===== src/design/ptlpc_consts.svh =====
// Constants for the pulse train limit/position channel
`ifndef PTLPC_CONSTS_SVH
`define PTLPC_CONSTS_SVH

`define PTLPC_CLK_HZ         32'h0EE6_B280
`define PTLPC_FREQ_MIN       16'h0014
`define PTLPC_FREQ_MAX       16'h4E20
`define PTLPC_DUTY_MAX       8'h63
`define PTLPC_DUTY_DFLT      8'h32
`define PTLPC_DUTY_SCALE     32'h0000_0064
`define PTLPC_POS_MAX        32'h7FFF_4020
`define PTLPC_STEP_FOREVER   32'hFFFF_FFFF

`define PTLPC_ERR_NONE       16'h0000
`define PTLPC_ERR_LIMIT_CFG  16'h0068
`define PTLPC_ERR_LIMIT_EDGE 16'h0069
`define PTLPC_ERR_FUNC_NUM   16'h006B
`define PTLPC_ERR_RANGE      16'h006F

`define PTLPC_CODE_HI        7:4
`define PTLPC_CODE_LO        3:0
`define PTLPC_CODE_SEL       1:0
`define PTLPC_CODE_SEL_PAD   3:2
`define PTLPC_EDGE_RISE      4'h0
`define PTLPC_EDGE_FALL      4'h1
`define PTLPC_EDGE_BOTH      4'h2
`define PTLPC_CMP_LESS       4'h0
`define PTLPC_CMP_GREATER    4'h1
`define PTLPC_SEL_MAX        4'h3

`define PTLPC_TRIG_LIMIT     0
`define PTLPC_TRIG_POSITION  1
`define PTLPC_TRIG_VELOCITY  2
`define PTLPC_TRIG_READ      3

`endif


===== src/design/ptlpc_pkg.sv =====
// Types for the pulse train limit/position channel
package ptlpc_pkg;

   typedef enum logic [1:0] {
      ST_IDLE,
      ST_CHECK,
      ST_SCALE
   } ptlpc_state_t;

   typedef enum logic [2:0] {
      MODE_NONE,
      MODE_LIMIT,
      MODE_POSITION,
      MODE_VELOCITY,
      MODE_READ
   } ptlpc_mode_t;

endpackage : ptlpc_pkg


===== src/design/ptlpc_pulse_gen.sv =====
// Integer divider pulse train generator
`timescale 1ns/10ps
module ptlpc_pulse_gen #(
   parameter int unsigned CNT_W = 24
) (
   input  wire logic             ref_clk,
   input  wire logic             resetn,
   input  wire logic             run,
   input  wire logic [CNT_W-1:0] periodCyc,
   input  wire logic [CNT_W-1:0] highCyc,
   output logic                  pulseOut,
   output logic                  periodDone
);

   if (CNT_W < 2) begin : g_bad_width
      $error("ptlpc_pulse_gen: CNT_W too small");
   end

   logic [CNT_W-1:0] cntFf;
   logic [CNT_W-1:0] nxt_cnt;
   logic             pulseFf;
   logic             nxt_pulse;
   logic             doneFf;
   logic             nxt_done;
   logic [CNT_W-1:0] highSeenFf;
   logic [CNT_W-1:0] nxt_highSeen;

   ////////////////////////////////////////////////////////////////////////
   // divided period, low when stopped
   always_comb begin
      nxt_cnt      = cntFf;
      nxt_pulse    = 1'b0;
      nxt_done     = 1'b0;
      nxt_highSeen = highSeenFf;
      if (!run) begin
         nxt_cnt      = '0;
         nxt_highSeen = '0;
      end else begin
         nxt_pulse = (cntFf < highCyc);
         if (cntFf >= periodCyc - {{(CNT_W-1){1'b0}}, 1'b1}) begin
            nxt_cnt  = '0;
            nxt_done = 1'b1;
         end else begin
            nxt_cnt = cntFf + {{(CNT_W-1){1'b0}}, 1'b1};
         end
         // Counts high cycles of the period just ending, for checking only
         if (doneFf) begin
            nxt_highSeen = {{(CNT_W-1){1'b0}}, pulseFf};
         end else if (pulseFf) begin
            nxt_highSeen = highSeenFf + {{(CNT_W-1){1'b0}}, 1'b1};
         end
      end
   end

   always_ff @(posedge ref_clk) begin
      if (!resetn) begin
         cntFf      <= '0;
         pulseFf    <= 1'b0;
         doneFf     <= 1'b0;
         highSeenFf <= '0;
      end else begin
         cntFf      <= nxt_cnt;
         pulseFf    <= nxt_pulse;
         doneFf     <= nxt_done;
         highSeenFf <= nxt_highSeen;
      end
   end

   assign pulseOut   = pulseFf;
   assign periodDone = doneFf;
endmodule : ptlpc_pulse_gen


===== src/design/ptlpc_channel.sv =====
// Command handler and pulse output for one output channel
`timescale 1ns/10ps
`include "ptlpc_consts.svh"

module ptlpc_channel #(
   parameter logic [7:0]  MODULE_ID  = 8'h01,
   parameter logic [1:0]  CHAN_INDEX = 2'h0,
   parameter int unsigned CNT_W      = 24
) (
   input  wire logic                ref_clk,
   input  wire logic                resetn,
   input  wire logic                runToLimitCmd,
   input  wire logic                runToPositionCmd,
   input  wire logic                velocityCmd,
   input  wire logic                readErrorCodeCmd,
   input  wire logic [7:0]          moduleIdIn,
   input  wire logic [1:0]          chanSelIn,
   input  wire logic [15:0]         freqHzIn,
   input  wire logic [7:0]          dutyPctIn,
   input  wire logic [7:0]          limitCodeIn,
   input  wire logic [7:0]          compareCodeIn,
   input  wire logic [31:0]         positionIn,
   input  wire logic [31:0]         stepCountIn,
   input  wire logic [3:0]          limitCfgIn,
   input  wire logic                chan1InputC,
   input  wire logic                chan1InputD,
   input  wire logic                chan2InputC,
   input  wire logic                chan2InputD,
   input  wire logic [31:0]         compareFunctionOneCh1,
   input  wire logic [31:0]         compareFunctionTwoCh1,
   input  wire logic [31:0]         compareFunctionOneCh2,
   input  wire logic [31:0]         compareFunctionTwoCh2,
   input  wire logic                chanEnable,
   input  wire logic                chanDirection,
   output logic                     cmdSuccess,
   output logic                     cmdError,
   output logic [15:0]              errCodeOut,
   output logic                     pulseOut,
   output logic                     dirOut,
   output logic                     channelArmed,
   output ptlpc_pkg::ptlpc_mode_t   activeMode
);
   import ptlpc_pkg::*;

   if (CNT_W < 24 || CNT_W > 31) begin : g_bad_width
      $error("ptlpc_channel: CNT_W must hold the slowest period");
   end

   ////////////////////////////////////////////////////////////////////////
   // State
   ptlpc_state_t     stateFf,    nxt_state;
   ptlpc_mode_t      modeFf,     nxt_mode;
   logic [15:0]      freqFf,     nxt_freq;
   logic [7:0]       dutyFf,     nxt_duty;
   logic [7:0]       limitFf,    nxt_limit;
   logic [7:0]       cmpFf,      nxt_cmp;
   logic [31:0]      posFf,      nxt_pos;
   logic [31:0]      stepFf,     nxt_step;
   logic [CNT_W-1:0] periodFf,   nxt_period;
   logic [CNT_W-1:0] highFf,     nxt_high;
   logic             successFf,  nxt_success;
   logic             errorFf,    nxt_error;
   logic [15:0]      lastErrFf,  nxt_lastErr;
   logic [15:0]      errReadFf,  nxt_errRead;
   logic             armedFf,    nxt_armed;
   logic [31:0]      pulseCntFf, nxt_pulseCnt;
   logic [3:0]       trigPrevFf;
   logic [3:0]       limPrevFf;
   logic             dirFf;

   logic [3:0]       trigVec;
   logic [3:0]       trigRise;
   logic [3:0]       limVec;
   logic [3:0]       limRise;
   logic [3:0]       limFall;
   logic             addrHit;
   logic             idHit;
   logic             limitHit;
   logic             posHit;
   logic             stepHit;
   logic             stopNow;
   logic [31:0]      cmpCount;
   logic [15:0]      divisor;
   logic [31:0]      periodWide;
   logic [31:0]      scaledWide;
   logic [31:0]      highWide;
   logic [15:0]      checkErr;
   logic             periodDone;
   logic             genRun;

   ////////////////////////////////////////////////////////////////////////
   // Edge detection and selection
   assign trigVec = {readErrorCodeCmd, velocityCmd, runToPositionCmd, runToLimitCmd};
   // only a fresh rising edge counts
   assign trigRise = trigVec & ~trigPrevFf;
   // module number must match, and channel too for load commands
   assign idHit   = (moduleIdIn == MODULE_ID);
   assign addrHit = idHit && (chanSelIn == CHAN_INDEX);

   assign limVec  = {chan2InputD, chan2InputC, chan1InputD, chan1InputC};
   assign limRise = limVec & ~limPrevFf;
   assign limFall = ~limVec & limPrevFf;

   // input digit picks the line, edge digit the sense
   assign limitHit =
      ((limitFf[`PTLPC_CODE_HI] == `PTLPC_EDGE_RISE ||
        limitFf[`PTLPC_CODE_HI] == `PTLPC_EDGE_BOTH) && limRise[limitFf[`PTLPC_CODE_SEL]]) ||
      ((limitFf[`PTLPC_CODE_HI] == `PTLPC_EDGE_FALL ||
        limitFf[`PTLPC_CODE_HI] == `PTLPC_EDGE_BOTH) && limFall[limitFf[`PTLPC_CODE_SEL]]);

   // function digit selects the encoder count
   always_comb begin
      cmpCount = compareFunctionOneCh1;
      case (cmpFf[`PTLPC_CODE_SEL])
         2'h0:    cmpCount = compareFunctionOneCh1;
         2'h1:    cmpCount = compareFunctionTwoCh1;
         2'h2:    cmpCount = compareFunctionOneCh2;
         default: cmpCount = compareFunctionTwoCh2;
      endcase
   end

   // relation digit picks greater-than or less-than
   assign posHit = (cmpFf[`PTLPC_CODE_HI] == `PTLPC_CMP_GREATER) ? (cmpCount > posFf)
                                                                  : (cmpCount < posFf);
   // Counts the period ending now, so no extra pulse starts after the last one
   assign stepHit = (stepFf != `PTLPC_STEP_FOREVER) &&
                    ((pulseCntFf + 32'(periodDone)) >= stepFf);

   always_comb begin
      stopNow = 1'b0;
      case (modeFf)
         // a limit edge ends the train
         MODE_LIMIT:    stopNow = limitHit;
         MODE_POSITION: stopNow = posHit;
         MODE_VELOCITY: stopNow = stepHit;
         default:       stopNow = 1'b0;
      endcase
   end

   ////////////////////////////////////////////////////////////////////////
   // Parameter checks and period arithmetic
   // Divisor kept nonzero so the divider never sees zero
   assign divisor    = (freqFf < `PTLPC_FREQ_MIN) ? `PTLPC_FREQ_MIN : freqFf;
   // clock over frequency gives the period in cycles
   assign periodWide = `PTLPC_CLK_HZ / {16'h0000, divisor};
   // Worst product stays below two to the thirty-first
   assign scaledWide = {{(32-CNT_W){1'b0}}, periodFf} * {24'h00_0000, dutyFf};
   assign highWide   = scaledWide / `PTLPC_DUTY_SCALE;

   always_comb begin
      checkErr = `PTLPC_ERR_NONE;
      if (freqFf < `PTLPC_FREQ_MIN || freqFf > `PTLPC_FREQ_MAX ||
          dutyFf > `PTLPC_DUTY_MAX) begin
         checkErr = `PTLPC_ERR_RANGE;
      end else if (modeFf == MODE_LIMIT) begin
         if (limitFf[`PTLPC_CODE_SEL_PAD] != 2'h0 ||
             limitFf[`PTLPC_CODE_HI] > `PTLPC_EDGE_BOTH) begin
            checkErr = `PTLPC_ERR_LIMIT_EDGE;
         // referenced input must be a limit
         end else if (!limitCfgIn[limitFf[`PTLPC_CODE_SEL]]) begin
            // not a limit on this output
            checkErr = `PTLPC_ERR_LIMIT_CFG;
         end
      end else if (modeFf == MODE_POSITION) begin
         if (cmpFf[`PTLPC_CODE_HI] > `PTLPC_CMP_GREATER ||
             cmpFf[`PTLPC_CODE_LO] > `PTLPC_SEL_MAX) begin
            checkErr = `PTLPC_ERR_FUNC_NUM;
         end else if (posFf > `PTLPC_POS_MAX) begin
            checkErr = `PTLPC_ERR_RANGE;
         end
      end else if (modeFf == MODE_VELOCITY) begin
         if (stepFf > `PTLPC_POS_MAX && stepFf != `PTLPC_STEP_FOREVER) begin
            checkErr = `PTLPC_ERR_RANGE;
         end
      end
   end

   ////////////////////////////////////////////////////////////////////////
   // Command sequencer
   always_comb begin
      nxt_state    = stateFf;
      nxt_mode     = modeFf;
      nxt_freq     = freqFf;
      nxt_duty     = dutyFf;
      nxt_limit    = limitFf;
      nxt_cmp      = cmpFf;
      nxt_pos      = posFf;
      nxt_step     = stepFf;
      nxt_period   = periodFf;
      nxt_high     = highFf;
      nxt_success  = successFf;
      nxt_error    = errorFf;
      nxt_lastErr  = lastErrFf;
      nxt_errRead  = errReadFf;
      nxt_armed    = armedFf;
      nxt_pulseCnt = pulseCntFf;
      if (armedFf && periodDone) begin
         nxt_pulseCnt = pulseCntFf + 32'h0000_0001;
      end
      case (stateFf)
         ST_IDLE: begin
            if (armedFf && stopNow) begin
               nxt_armed = 1'b0;
            end
            // load on the edge, flags clear until completion
            if (addrHit && (trigRise[`PTLPC_TRIG_LIMIT] || trigRise[`PTLPC_TRIG_POSITION] ||
                            trigRise[`PTLPC_TRIG_VELOCITY])) begin
               nxt_state   = ST_CHECK;
               nxt_freq    = freqHzIn;
               nxt_duty    = dutyPctIn;
               nxt_success = 1'b0;
               nxt_error   = 1'b0;
               nxt_armed   = 1'b0;
               if (trigRise[`PTLPC_TRIG_LIMIT]) begin
                  nxt_mode  = MODE_LIMIT;
                  nxt_limit = limitCodeIn;
               end else if (trigRise[`PTLPC_TRIG_POSITION]) begin
                  nxt_mode = MODE_POSITION;
                  nxt_cmp  = compareCodeIn;
                  nxt_pos  = positionIn;
               end else begin
                  nxt_mode = MODE_VELOCITY;
                  nxt_step = stepCountIn;
               end
            end else if (idHit && trigRise[`PTLPC_TRIG_READ]) begin
               // Read leaves a running train alone
               nxt_errRead = lastErrFf;
               nxt_success = 1'b1;
               nxt_error   = 1'b0;
            end
         end
         ST_CHECK: begin
            if (checkErr != `PTLPC_ERR_NONE) begin
               nxt_error   = 1'b1;
               nxt_lastErr = checkErr;
               nxt_state   = ST_IDLE;
            end else begin
               nxt_period = periodWide[CNT_W-1:0];
               // zero duty stands for the default
               if (dutyFf == 8'h00) begin
                  nxt_duty = `PTLPC_DUTY_DFLT;
               end
               nxt_state = ST_SCALE;
            end
         end
         ST_SCALE: begin
            nxt_high     = highWide[CNT_W-1:0];
            nxt_success  = 1'b1;
            nxt_lastErr  = `PTLPC_ERR_NONE;
            nxt_armed    = 1'b1;
            nxt_pulseCnt = 32'h0000_0000;
            nxt_state    = ST_IDLE;
         end
         default: nxt_state = ST_IDLE;
      endcase
   end

   always_ff @(posedge ref_clk) begin
      if (!resetn) begin
         stateFf    <= ST_IDLE;
         modeFf     <= MODE_NONE;
         freqFf     <= 16'h0000;
         dutyFf     <= 8'h00;
         limitFf    <= 8'h00;
         cmpFf      <= 8'h00;
         posFf      <= 32'h0000_0000;
         stepFf     <= 32'h0000_0000;
         periodFf   <= '0;
         highFf     <= '0;
         successFf  <= 1'b0;
         errorFf    <= 1'b0;
         lastErrFf  <= `PTLPC_ERR_NONE;
         errReadFf  <= `PTLPC_ERR_NONE;
         armedFf    <= 1'b0;
         pulseCntFf <= 32'h0000_0000;
         trigPrevFf <= 4'h0;
         limPrevFf  <= 4'h0;
         dirFf      <= 1'b0;
      end else begin
         stateFf    <= nxt_state;
         modeFf     <= nxt_mode;
         freqFf     <= nxt_freq;
         dutyFf     <= nxt_duty;
         limitFf    <= nxt_limit;
         cmpFf      <= nxt_cmp;
         posFf      <= nxt_pos;
         stepFf     <= nxt_step;
         periodFf   <= nxt_period;
         highFf     <= nxt_high;
         successFf  <= nxt_success;
         errorFf    <= nxt_error;
         lastErrFf  <= nxt_lastErr;
         errReadFf  <= nxt_errRead;
         armedFf    <= nxt_armed;
         pulseCntFf <= nxt_pulseCnt;
         trigPrevFf <= trigVec;
         limPrevFf  <= limVec;
         dirFf      <= chanDirection;
      end
   end

   ////////////////////////////////////////////////////////////////////////
   // Pulse output
   // pulses only while host holds enable
   // Stop condition cuts the train at once, before another period can begin
   assign genRun = armedFf && chanEnable && !stopNow;

   ptlpc_pulse_gen #(
      .CNT_W      (CNT_W)
   ) u_pulse_gen (
      .ref_clk    (ref_clk),
      .resetn     (resetn),
      .run        (genRun),
      .periodCyc  (periodFf),
      .highCyc    (highFf),
      .pulseOut   (pulseOut),
      .periodDone (periodDone)
   );

   assign cmdSuccess   = successFf;
   assign cmdError     = errorFf;
   assign errCodeOut   = errReadFf;
   assign dirOut       = dirFf;
   assign channelArmed = armedFf;
   assign activeMode   = modeFf;
endmodule : ptlpc_channel


===== config.mk =====
export PLATFORM = sky130hd
export DESIGN_NAME = ptlpc_channel
export DESIGN_NICKNAME = d
export VERILOG_FILES = /design/src/design/ptlpc_pkg.sv /design/src/design/ptlpc_pulse_gen.sv /design/src/design/ptlpc_channel.sv
export VERILOG_INCLUDE_DIRS = /design/src /design/src/design
export SDC_FILE = /design/constraint.sdc
export NUM_CORES = 2
export LEC_CHECK = 0
export ABC_AREA = 0
export BUFFER_PORTS_ARGS = -buffer_cell sky130_fd_sc_hd__buf_2
export CAP_MARGIN = 10
export CORE_UTILIZATION = 65
export DETAILED_ROUTE_END_ITERATION = 8
export GPL_ROUTABILITY_DRIVEN = 0
export PLACE_DENSITY_LB_ADDON = 0.08
export SKIP_CTS_REPAIR_TIMING = 1
export SYNTH_ARGS = -nofsm -noshare
export SYNTH_HDL_FRONTEND = slang
export SYNTH_SLANG_ARGS = --single-unit

===== constraint.sdc =====
create_clock -name ref_clk -period 105.8 [get_ports ref_clk]
set_clock_uncertainty 0.1 [all_clocks]
set_input_delay 5.29 -clock ref_clk [delete_from_list [all_inputs] [get_ports ref_clk]]
set_output_delay 5.29 -clock ref_clk [all_outputs]
set_load 0.01 [all_outputs]

==> out/qor.csv <==
stage;metric;value;unit
outcome;status;complete, but fails checks;
outcome;failing checks;DRC;
yosys;count leader, synth;nand2_1;
timing;Fin. Hold Viols;0;
yosys;list of most frequent post-synthesis cells;695 x nand2_1, 626 x nor2_1, 567 x a21oi_1, 521 x ha_1, 408 x inv_1;
min_path;worst hold start;limitFf[2]$_SDFFE_PN0P_;
route;First-pass DRT Iterations;8;
cts;H-tree depth;1;
run;MaxCap Viol Count;0;
yosys;Post-synth EDFFs;0;
route;Via Count;49100;
critical_path;worst path required time;106.16;ns
yosys;area leader, netlist;ha_1;
timing;fin. max-slew vios;0;
placement;dpl hpwl;113000;microns
floorplan;starting density of the core;0.659;
yosys;Synth Register Bits;234;
yosys;asr flop ratio synth;0;
cts;clock-pin slew on the worst setup and hold paths;0.08;ns
global_route;GR Overflow Total;0;
floorplan;area of the core;0.0732;sq mm
timing;setup TNS;0;ns
yosys;average size of a mapped cell;7.44;sq um
critical_path;CP Class;reg -> reg;
critical_path;worst r2r src;freqFf[15]$_SDFFE_PN0P_;
floorplan;Top-Level Pins;282;
cts;clock sink total;234;
global_route;gr usage total;0.381;
yosys;Synth cell types;172;
yosys;largest cells by area after synthesis;ha_1 14%, dfxtp_1 9.7%, a21oi_1 5.9%;
floorplan;die width;274;microns
global_route;vias in the first global route;46400;
final_layout;area of the multi-input gates;0.0407;sq mm
timing;Tcrit/Tclk final;0.909;
cts;Clk Latency, worst-skew pair;0.60;ns
min_path;Hold Path End;limitFf[2]$_SDFFE_PN0P_;
final_layout;Area Growth Syn to Fin;5.50;%
cts;maximum buffer depth of the clock tree;3;
yosys;Mapped Area;0.0482;sq mm
global_route;initial antenna violation count;8;
critical_path;Worst EP arrival;96.55;ns
timing;RSZ-0062 raised after global routing;false;
cts;Num CTS Buffers;28;
critical_path;Max stage delay cell, worst path;a2111oi_4;
final_layout;share of layout cells above drive strength 1;0.124;
route;routed len/inst;19.5;microns
critical_path;R2R depth;494;
route;Routed Antenna Nets;0;
timing;crit path time final;96.19;ns
timing;worst relative slew slack;0.171;
timing;Worst Tran Pin Value;1.24;ns
timing;Fmax;10.4;MHz
floorplan;row count;99;
yosys;Syn Inst Count;6487;
yosys;main flop type after synthesis;dfxtp_1;
global_route;first-pass GRT wire length;237000;microns
global_route;pin count of the biggest net entering global routing;86;
min_path;min-delay worst type;reg -> reg;
critical_path;Most common cell on crit path;a21oi_1;
floorplan;die area;0.0753;sq mm
route;DRC viols;4;
critical_path;crit end category;register;
critical_path;startpoint class of the critical path;register;
cts;CTS tree;built;
min_path;Hold Path Cell Cnt;2;
cts;Root Buffer;clkbuf_16;
route;Total Routed Length;147000;microns
critical_path;R2R Setup Slk;9.61;ns
route;Vias/cell;6.49;
final_layout;fillers;6334;
placement;I/O Buffers;270;
critical_path;CP Max Fanout;39;
final_layout;Sequential Area;0.00469;sq mm
final_layout;Nets;7484;
yosys;Yosys Warn Count;0;
yosys;post-synth top area share;0.135;
floorplan;die height;274;microns
critical_path;FF-to-FF End;periodFf[0]$_SDFFE_PN0P_;
timing;final setup fails;0;
yosys;sequential fraction of the synthesis area;0.0971;
critical_path;delay of the slowest critical-path stage;0.60;ns
route;initial DRC count;4475;
how the worst max path moves through the flow:
stage                                       start                  endpoint  cells after the start
final                     freqFf[15]$_SDFFE_PN0P_  periodFf[0]$_SDFFE_PN0P_                    494
after global routing      freqFf[15]$_SDFFE_PN0P_  periodFf[0]$_SDFFE_PN0P_                    495
after CTS                 freqFf[15]$_SDFFE_PN0P_  periodFf[0]$_SDFFE_PN0P_                    492
after detailed placement  freqFf[15]$_SDFFE_PN0P_  periodFf[0]$_SDFFE_PN0P_                    494
after floorplan            freqFf[9]$_SDFFE_PN0P_  periodFf[0]$_SDFFE_PN0P_                    530
after global placement    freqFf[15]$_SDFFE_PN0P_  periodFf[0]$_SDFFE_PN0P_                    490
worst max-delay path: cells and delay by family (launching register included):
kind | cells | cell delay (ns)
AO/OA/AOI/OAI | 338 | 63.17
AND/OR/NAND/NOR | 111 | 20.27
adder cells (fa/ha/maj) | 28 | 8.52
buffers and inverters | 12 | 1.97
multiplexers | 5 | 1.44
flip-flops | 1 | 0.42
layer usage:
metal | track usage | up-vias | part of all wire
li1 | - | 23500 | -
met1 | 0.476 | 22900 | 0.41
met2 | 0.634 | 2115 | 0.45
met3 | 0.0650 | 503 | 0.086
met4 | 0.186 | 6 | 0.054
met5 | 0 | - | 0.00054
state kept, by name (all words and copies together) (netlist names), 2 cells and up:
register,cells
activeMode,2
cmpFf,8
dutyFf,8
errCodeOut,4
freqFf,16
highFf,24
lastErrFf,4
limPrevFf,4
limitFf,8
periodFf,24
posFf,32
pulseCntFf,32
stateFf,2
stepFf,32
trigPrevFf,4
u_pulse_gen.cntFf,24
per-stage QoR:
stage	setup slack, ns	utilization	cell area [sq um]	hold WS (ns)	std cells
after floorplan	18.05	-	48300	0.327	6501
after global placement	14.47	0.682	49900	0.340	7501
after detailed placement	11.02	0.682	49900	0.345	7501
after CTS	10.52	0.695	50900	0.354	7551
after global routing	0.0758	0.695	50900	0.372	7556
final	9.61	0.695	50900	0.354	7556
placed cells by master (no fill, tap or decap), types with 53 or more instances in the layout:
cell / instances
nand2_1: 695
nor2_1: 623
a21oi_1: 564
ha_1: 521
inv_1: 407
buf_2: 270
o21ai_0: 235
dfxtp_1: 233
xnor2_1: 219
nor3_1: 180
o21a_1: 176
mux2_2: 149
and2_1: 149
xor2_1: 144
nand2b_1: 135
fa_1: 132
nand3_1: 130
a21o_1: 129
nand4_1: 82
nor2b_1: 68
a211oi_1: 64
o31ai_1: 64
mux2i_1: 63
o21bai_1: 60
buf_4: 58
o21ai_1: 56
or3_1: 53
area by class of cell:
cell class | count | area share
antenna | 4 | 0.000197
clock buffer | 36 | 0.0158
clock inverter | 14 | 0.00305
inverter | 411 | 0.0304
multi-input combinational | 5570 | 0.800
sequential | 234 | 0.0921
tap | 959 | 0.0236
timing repair buffer | 328 | 0.0351
cells by family (layout without fill, tap and decap cells):
kind of cell             count (synthesis)  count (layout)  synth area share
AND/OR/NAND/NOR                       2379            2379             0.242
AO/OA/AOI/OAI                         1879            1879             0.269
buffers and inverters                  697             789            0.0617
adder cells (fa/ha/maj)                663             663             0.192
XOR/XNOR                               374             374            0.0701
multiplexers                           260             260            0.0680
flip-flops                             234             234            0.0971
other                                    1              19         0.0000777
Power is left out: the tool's default activity adds up to more than one toggle a clock period on the data nets, which glitch-free logic cannot reach.
